[src/inc/hall_motor_pkg.sv]
// constants and types shared by the hall sine motor commutator
package hall_motor_pkg;
  // ***************************************************************
  // clock and timing
  // ***************************************************************
  localparam int CLK_HZ = 100_000_000;
  localparam int PRECHG_MS = 9;
  localparam int PRECHG_CYC = PRECHG_MS * (CLK_HZ / 1000);
  localparam int LOCK_S = 6;
  localparam int LOCK_CYC = LOCK_S * CLK_HZ;
  localparam int HALL_MIN_HZ = 1;
  localparam int SECTORS = 6;
  localparam int GAP_CYC = CLK_HZ / (HALL_MIN_HZ * SECTORS);
  localparam logic [1:0] SETTLE_LAST = 2'h3;
  // ***************************************************************
  // converter codes, 7-bit, speed full scale 10 V, advance 5 V
  // ***************************************************************
  localparam logic [6:0] SPD_LOW = 7'h0d;
  localparam logic [6:0] SPD_MID = 7'h1b;
  localparam logic [6:0] SPD_UP = 7'h45;
  localparam logic [6:0] SPD_TEST = 7'h67;
  localparam logic [6:0] ADV_TEST_LO = 7'h44;
  localparam logic [6:0] ADV_TEST_HI = 7'h48;
  localparam logic [16:0] DUTY_SCALE = 17'h00306;
  localparam int DUTY_SHIFT = 8;
  // ***************************************************************
  // pwm and sector counts
  // ***************************************************************
  localparam logic [6:0] PWM_TOP = 7'h7e;
  localparam logic [6:0] PWM_FULL = 7'h7f;
  localparam logic [6:0] CHG_ON = 7'h40;
  localparam logic [4:0] EDGES_PER_STEP = 5'h18;
  localparam logic [2:0] SECT_NONE = 3'h7;
  localparam logic [2:0] SECT_LAST = 3'h5;
  // ***************************************************************
  // register map
  // ***************************************************************
  localparam int ADDR_W = 4;
  localparam logic [3:0] REG_CTRL = 4'h0;
  localparam logic [3:0] REG_STATUS = 4'h4;
  localparam logic CTRL_EN_RST = 1'b1;
  localparam logic [1:0] RESP_OKAY = 2'h0;
  localparam logic [1:0] RESP_SLVERR = 2'h2;
  typedef enum logic [5:0] {
    ST_START = 6'h01,
    ST_OFF = 6'h02,
    ST_CHG = 6'h04,
    ST_PRE = 6'h08,
    ST_RUN = 6'h10,
    ST_LOCK = 6'h20
  } mode_t;
endpackage

[src/rtl/hall_sine_motor_commutator.sv]
// hall sine motor commutator: startup, commutation, pwm, lock, regs
`timescale 1ns/10ps
module hall_sine_motor_commutator #(
  parameter int PRECHG = hall_motor_pkg::PRECHG_CYC,
  parameter int LOCKT = hall_motor_pkg::LOCK_CYC,
  parameter int GAP = hall_motor_pkg::GAP_CYC
) (
  // clock, reset, enable
  input wire logic clk_sys,
  input wire logic resetn,
  input wire logic clkEn,
  // pins from hall sensors and setting straps
  input wire logic hallPosU,
  input wire logic hallPosV,
  input wire logic hallPosW,
  input wire logic directionSelect,
  input wire logic lockProtectSelect,
  // converter codes on this clock
  input wire logic [6:0] speedCode,
  input wire logic [6:0] advanceCode,
  // bridge drives, bit 2 U, bit 1 V, bit 0 W
  output logic [2:0] highSideOn,
  output logic [2:0] lowSideOn,
  output logic sineMode,
  output logic lockActive,
  output logic testMode,
  output logic [5:0] advanceAngle,
  // axi4-lite slave
  input wire logic [3:0] awaddr,
  input wire logic awvalid,
  output logic awready,
  input wire logic [31:0] wdata,
  input wire logic [3:0] wstrb,
  input wire logic wvalid,
  output logic wready,
  output logic [1:0] bresp,
  output logic bvalid,
  input wire logic bready,
  input wire logic [3:0] araddr,
  input wire logic arvalid,
  output logic arready,
  output logic [31:0] rdata,
  output logic [1:0] rresp,
  output logic rvalid,
  input wire logic rready
);
  typedef struct packed {
    hall_motor_pkg::mode_t st;
    logic [1:0] settle;
    logic [4:0] s1, s2, s3, pin;
    logic lockEn, test, dir, sine, fast, rev, enable;
    logic [2:0] hPrev, hiOn, loOn;
    logic [6:0] pwm;
    logic [29:0] tmr;
    logic [24:0] gap;
    logic [4:0] edges;
    logic [5:0] angle;
    logic awready, wready, bvalid, arready, rvalid;
    logic [1:0] bresp, rresp;
    logic [31:0] rdata;
  } state_t;

  localparam state_t RST = '{st: hall_motor_pkg::ST_START,
    gap: '1, enable: hall_motor_pkg::CTRL_EN_RST, default: '0};

  state_t q, d;
  logic [2:0] hall, pat, sN, sP, cHi, cLo, pHi, pLo;
  logic moveBack, moveAhead;
  logic [6:0] duty;
  logic [16:0] prod;
  logic hallEdge, lockClear, gate;

  // forward sector order, pattern 101 is sector 0
  function automatic logic [2:0] sectOf(input logic [2:0] p);
    case (p)
      3'b101: sectOf = 3'h0;
      3'b100: sectOf = 3'h1;
      3'b110: sectOf = 3'h2;
      3'b010: sectOf = 3'h3;
      3'b011: sectOf = 3'h4;
      3'b001: sectOf = 3'h5;
      default: sectOf = hall_motor_pkg::SECT_NONE;
    endcase
  endfunction

  // {high U V W, low U V W}; reverse uses the inverted pattern
  function automatic logic [5:0] commute(input logic [2:0] p);
    case (p)
      3'b101: commute = 6'b010_100;
      3'b100: commute = 6'b001_100;
      3'b110: commute = 6'b001_010;
      3'b010: commute = 6'b100_010;
      3'b011: commute = 6'b100_001;
      3'b001: commute = 6'b010_001;
      default: commute = 6'b000_000;
    endcase
  endfunction

  // ***************************************************************
  // next state
  // ***************************************************************
  always_comb begin
    d = q;
    lockClear = 1'b0;
    d.s1 = {lockProtectSelect, directionSelect,
            hallPosU, hallPosV, hallPosW};
    d.s2 = q.s1;
    d.s3 = q.s2;
    // a pin change counts once second and third stage agree
    d.pin = (q.s3 & ~(q.s2 ^ q.s3)) | (q.pin & (q.s2 ^ q.s3));
    hall = q.pin[2:0];
    pat = q.dir ? hall : ~hall;
    sN = sectOf(hall);
    sP = sectOf(q.hPrev);
    hallEdge = hall != q.hPrev;
    d.hPrev = hall;
    d.pwm = (q.pwm == hall_motor_pkg::PWM_TOP) ? 7'h00 : q.pwm + 7'h01;
    // linear map keeps the shaping in one multiply
    prod = 17'(speedCode - hall_motor_pkg::SPD_MID)
           * hall_motor_pkg::DUTY_SCALE;
    if (speedCode >= hall_motor_pkg::SPD_UP) begin
      duty = hall_motor_pkg::PWM_FULL;
    end else if (speedCode < hall_motor_pkg::SPD_MID) begin
      duty = 7'h00;
    end else begin
      duty = prod[hall_motor_pkg::DUTY_SHIFT +: 7];
    end
    gate = q.pwm < duty;
    // sector timing: saturating gap avoids a false fast on first edge
    if (hallEdge) begin
      d.gap = '0;
      d.fast = q.gap < 25'(GAP);
    end else if (q.gap < 25'(GAP)) begin
      d.gap = q.gap + 25'h1;
    end else begin
      d.fast = 1'b0;
    end
    moveBack = (sP == 3'h0) ? (sN == hall_motor_pkg::SECT_LAST)
               : (sN == sP - 3'h1);
    moveAhead = (sP == hall_motor_pkg::SECT_LAST) ? (sN == 3'h0)
                : (sN == sP + 3'h1);
    if (hallEdge && sN != hall_motor_pkg::SECT_NONE
        && sP != hall_motor_pkg::SECT_NONE) begin
      // inverting the code only rotates the sector index, so the
      // wrong-way test has to flip with the direction setting
      d.rev = q.dir ? moveBack : moveAhead;
    end
    if (q.st != hall_motor_pkg::ST_START) begin
      d.dir = q.pin[3];
    end
    // phase advance stepping
    if (hallEdge) begin
      d.edges = (q.edges == hall_motor_pkg::EDGES_PER_STEP - 5'h1)
                ? 5'h00 : q.edges + 5'h01;
    end
    if (q.test) begin
      d.angle = 6'h00;
    end else if (hallEdge
        && q.edges == hall_motor_pkg::EDGES_PER_STEP - 5'h1) begin
      if (q.angle < advanceCode[6:1]) begin
        d.angle = q.angle + 6'h01;
      end else if (q.angle > advanceCode[6:1]) begin
        d.angle = q.angle - 6'h01;
      end
    end
    // ***************************************************************
    // register bus
    // ***************************************************************
    d.awready = 1'b0;
    d.wready = 1'b0;
    d.arready = 1'b0;
    if (awvalid && wvalid && !q.awready && !q.bvalid) begin
      d.awready = 1'b1;
      d.wready = 1'b1;
      d.bresp = hall_motor_pkg::RESP_SLVERR;
      if (awaddr == hall_motor_pkg::REG_CTRL) begin
        d.bresp = hall_motor_pkg::RESP_OKAY;
        if (wstrb[0]) begin
          d.enable = wdata[0];
          lockClear = wdata[1];
        end
      end else if (awaddr == hall_motor_pkg::REG_STATUS) begin
        d.bresp = hall_motor_pkg::RESP_OKAY;
      end
    end
    if (q.awready) begin
      d.bvalid = 1'b1;
    end else if (q.bvalid && bready) begin
      d.bvalid = 1'b0;
    end
    if (arvalid && !q.arready && !q.rvalid) begin
      d.arready = 1'b1;
      d.rresp = hall_motor_pkg::RESP_OKAY;
      d.rdata = '0;
      if (araddr == hall_motor_pkg::REG_CTRL) begin
        d.rdata = 32'(q.enable);
      end else if (araddr == hall_motor_pkg::REG_STATUS) begin
        d.rdata = 32'({q.angle, duty, q.st, q.test, q.lockEn,
                       q.dir, q.rev, q.fast, q.sine});
      end else begin
        d.rresp = hall_motor_pkg::RESP_SLVERR;
      end
    end
    if (q.arready) begin
      d.rvalid = 1'b1;
    end else if (q.rvalid && rready) begin
      d.rvalid = 1'b0;
    end
    // ***************************************************************
    // sequencer
    // ***************************************************************
    {cHi, cLo} = commute(pat);
    pHi = 3'b000;
    pLo = 3'b000;
    case (q.st)
      hall_motor_pkg::ST_START: begin
        d.settle = q.settle + 2'h1;
        if (q.settle == hall_motor_pkg::SETTLE_LAST) begin
          // the filtered pin is only settled in its next value here
          d.lockEn = !d.pin[4];
          d.dir = d.pin[3];
          d.test = speedCode >= hall_motor_pkg::SPD_TEST
                   && advanceCode >= hall_motor_pkg::ADV_TEST_LO
                   && advanceCode <= hall_motor_pkg::ADV_TEST_HI;
          d.st = hall_motor_pkg::ST_OFF;
        end
      end
      hall_motor_pkg::ST_OFF: begin
        d.tmr = '0;
        if (q.enable && speedCode >= hall_motor_pkg::SPD_MID) begin
          d.st = hall_motor_pkg::ST_PRE;
        end else if (q.enable && speedCode >= hall_motor_pkg::SPD_LOW) begin
          d.st = hall_motor_pkg::ST_CHG;
        end
      end
      hall_motor_pkg::ST_CHG: begin
        d.tmr = '0;
        if (!q.fast && !q.rev && q.pwm < hall_motor_pkg::CHG_ON) begin
          pLo = 3'b111;
        end
        if (speedCode >= hall_motor_pkg::SPD_MID) begin
          d.st = hall_motor_pkg::ST_RUN;
        end
      end
      hall_motor_pkg::ST_PRE: begin
        d.tmr = q.tmr + 30'h1;
        if (q.pwm < hall_motor_pkg::CHG_ON) begin
          pLo = 3'b111;
        end
        if (q.tmr == 30'(PRECHG - 1)) begin
          d.tmr = '0;
          d.st = hall_motor_pkg::ST_RUN;
        end
      end
      hall_motor_pkg::ST_RUN: begin
        d.tmr = hallEdge ? 30'h0 : q.tmr + 30'h1;
        pLo = cLo;
        // test mode holds high sides on in trapezoid drive only
        pHi = cHi & {3{gate || (q.test && !q.sine)}};
        if (q.lockEn && !hallEdge && q.tmr == 30'(LOCKT - 1)) begin
          d.st = hall_motor_pkg::ST_LOCK;
          pHi = 3'b000;
          pLo = 3'b000;
        end
      end
      hall_motor_pkg::ST_LOCK: begin
        if (lockClear) begin
          d.st = hall_motor_pkg::ST_OFF;
        end
      end
      default: d.st = hall_motor_pkg::ST_START;
    endcase
    if (q.st != hall_motor_pkg::ST_START
        && (!q.enable || speedCode < hall_motor_pkg::SPD_LOW)) begin
      pHi = 3'b000;
      pLo = 3'b000;
      if (q.st != hall_motor_pkg::ST_LOCK) begin
        d.st = hall_motor_pkg::ST_OFF;
      end
    end
    d.sine = q.st == hall_motor_pkg::ST_RUN && q.fast && !q.rev;
    d.hiOn = pHi;
    d.loOn = pLo;
  end

  always_ff @(posedge clk_sys or negedge resetn) begin
    if (!resetn) begin
      q <= RST;
    end else if (clkEn) begin
      q <= d;
    end
  end

  assign highSideOn = q.hiOn;
  assign lowSideOn = q.loOn;
  assign sineMode = q.sine;
  assign lockActive = q.st == hall_motor_pkg::ST_LOCK;
  assign testMode = q.test;
  assign advanceAngle = q.angle;
  assign {awready, wready, bvalid, bresp} = {q.awready, q.wready,
                                             q.bvalid, q.bresp};
  assign {arready, rvalid, rresp, rdata} = {q.arready, q.rvalid,
                                            q.rresp, q.rdata};
endmodule // hall_sine_motor_commutator

[config.mk]
export PLATFORM = sky130hd
export DESIGN_NAME = hall_sine_motor_commutator
export DESIGN_NICKNAME = d
export VERILOG_FILES = /design/src/inc/hall_motor_pkg.sv /design/src/rtl/hall_sine_motor_commutator.sv
export SDC_FILE = /design/constraint.sdc
export NUM_CORES = 1
export LEC_CHECK = 0
export ABC_AREA = 1
export CELL_PAD_IN_SITES_DETAIL_PLACEMENT = 1
export CELL_PAD_IN_SITES_GLOBAL_PLACEMENT = 1
export CORE_ASPECT_RATIO = 0.6
export CORE_MARGIN = 2
export CORE_UTILIZATION = 29
export CTS_CLUSTER_SIZE = 25
export DETAILED_ROUTE_END_ITERATION = 6
export DONT_BUFFER_PORTS = 1
export GPL_TIMING_DRIVEN = 0
export PLACE_DENSITY = 0.56
export SYNTH_ARGS = -nofsm -noshare
export SYNTH_HDL_FRONTEND = slang
export SYNTH_SLANG_ARGS = --single-unit
[constraint.sdc]
create_clock -name clk_sys -period 2.6 [get_ports clk_sys]
set_input_delay 0.52 -clock clk_sys [delete_from_list [all_inputs] [get_ports clk_sys]]
set_output_delay 0.52 -clock clk_sys [all_outputs]
set_load 0.02 [all_outputs]
==> qor.csv <==
metric,value,unit
yosysUniqueCellTypes,55,
synthArstFlopShare,100,%
relSlewSlack,36.5,%
antenna_found_initial,0,
cts.path.max_buffers,2,
cts_tree,yes,
grt_pass1_wl,57100,µm
grt_pass1_vias,9541,
dr.first_iter.drc_count,567,
fin_util,35.0,%
antenna_left,0,
io_pins,127,
cts.clk_slew.worst_paths,0.07,ns
overflow,0,
powerDensity,723,mW/mm²
design.die.area,0.0372,mm²
ys_ff_latch,148,
n_antenna_cell,0,
ys_seq_area_share,36.1,%
crit_required,3.00,ns
cp_max_fo,5,
end_kind,flop,
portBuffers,0,
ys_warn_count,0,
cts_buffers,17,
core_area,0.0351,mm²
final.min_clock_period,3.98,ns
drive_gt1_share,17.0,%
slew_violations,0,
root_buffer,clkbuf_16,
cp_common_cell,ha_4,
worst_setup_path_start_kind,input port,
leakagePower,5.83,nW
clock_latency,0.46,ns
synth_top_cell_area_share,29.3,%
wirelength,36200,µm
stdcell_area,0.0123,mm²
setup_viol_count_final,10,
finalCritPeriodShare,153,%
grt_max_degree,149,
wl_per_cell,18.6,µm
most-common-layout-cells,"nand2_1 (382), inv_1 (137), nor2_1 (131)",
syn2layout_area_growth,18.8,%
ys.flop_type,dfrtp_1,
violations,"negative hold slack, negative setup slack",
die_h,150,µm
dr_total_vias,9492,
outcome,"finished, violations left",
placed_area,0.0113,mm²
htree_levels,4,
crit_type,input port to flop,
dr.pass1.iters,5,
synth_top_cell_by_area,dfrtp_1,
maxCapViolCount,0,
initial_utilization,29.5,%
worst_hold_slack,-0.246,ns
ir_drop,0.525,mV
cp.arrival,4.37,ns
worstHoldPathType,input port to asynchronous set/reset pin,
rsz0062_at_grt,true,
final_common_cell,nand2_1,
setup-tns-final,-7.46,ns
synthTopCellsByArea,"dfrtp_1 (29%), nand2_1 (15%), ha_1 (7.3%)",
die_w,248,µm
timing.final.ws_setup,-1.38,ns
route.detailed.drc,0,
postSynthAreaPerCell,7.28,µm²
hpwl,28100,µm
fin_nets,1602,
fmax,251,MHz
fin_worst_skew,0.0132,ns
clock-sinks,148,
rows,53,
routabilityCongestion,0.861,
hold_viol_final,123,
grt.total_usage,20.2,%
syn_inst,1421,
viasPerCell,4.88,
max_stage_delay,0.54,ns
synth_edf_count,0,
syn-cell-area,0.0103,mm²
cp_slowest_cell,fa_1,
total_power,0.00888,W
worst_pin_slew,0.953,ns
where the power goes:
part	switching (W)	internal (W)	leakage (nW)
clock	0.00119	0.00147	0.292
sequential	0.000337	0.00261	1.86
combinational	0.00194	0.00134	3.67
total	0.00347	0.00542	5.83
Yosys cell counts, drive strengths merged, types with 5 or more instances:
| master | number |
|---|---|
| nand2 | 404 |
| inv | 160 |
| nor2 | 138 |
| dfrtp | 121 |
| nand3 | 115 |
| o21ai | 84 |
| buf | 72 |
| ha | 60 |
| xor2 | 50 |
| nor3 | 42 |
| nand4 | 34 |
| dfstp | 27 |
| a21oi | 25 |
| clkbuf | 15 |
| xnor2 | 13 |
| o22ai | 9 |
| nor4 | 6 |
| a31oi | 5 |
| fa | 5 |
routing by layer:
metal	routed length, µm	part of all wire (%)	up-vias	GRT usage (%)
met5	0	0	-	0
met4	291	0.80	0	4.34
met3	1210	3.4	18	2.92
met2	13900	38	126	26.8
met1	20800	58	4702	33.3
li1	-	-	4646	-
path summary, 6_finish.rpt:
path	slack, ns	cells after the start	from	to
max	-1.38	25	speedCode[1]	highSideOn[2]
min in group clk_sys	0.17	2	hallPosV	d[141]
max in group asynchronous	2.50	0	resetn	q[59]
min	-0.25	0	resetn	rdata[24]
min reg2reg	0.47	2	d[136]	d[136]
max reg2reg	0.21	11	advanceAngle[5]	advanceAngle[4]
final cells by class:
cell class	count	area [µm²]
Clock inverter	14	164
Timing Repair Buffer	18	146
Tap cell	467	584
Multi-Input combinational cell	1030	6010
Sequential cell	148	3740
Buffer	87	556
Fill cell	4301	22800
Inverter	164	648
Clock buffer	18	439
cells by family after synthesis:
kind of cell | synth area share [%]
flip-flops | 36.1
XOR/XNOR | 5.34
adder cells (fa/ha/maj) | 8.32
multiplexers | 0.109
AO/OA/AOI/OAI | 8.18
other | 0.0363
AND/OR/NAND/NOR | 30.6
buffers and inverters | 11.3
stage by stage:
stage,setup WS [ns],cells
finish,-1.38,1946
global route,-1.55,1946
CTS,-1.35,1940
detailed placement,-2.16,1896
global placement,-2.16,1896
floorplan,-1.49,1429
flip-flops by register name (all words and copies together), names as in the netlist, named ones only:
name          cells
advanceAngle      6
arready           1
awready           1
bresp             1
bvalid            1
d                10
highSideOn        3
lowSideOn         3
q                90
rdata            25
rresp             1
rvalid            1
sineMode          1
testMode          1
worst max-delay path, delay by kind of cell:
| kind | cells | cell delay, ns |
|---|---|---|
| simple gates | 12 | 1.23 |
| xor+xnor | 1 | 0.19 |
| fa+ha+maj | 6 | 1.75 |
| compound gates | 3 | 0.52 |
| buf+inv | 3 | 0.16 |
timing repair:
item                                    4_1_cts  5_1_grt
pin swaps                                    28       28
buffers inserted                             12        6
endpoints found under the hold margin       148      133
endpoints found under the setup margin       11       12
gates resized for setup                      31       41
No activity file was read; power rests on OpenSTA's default activity.
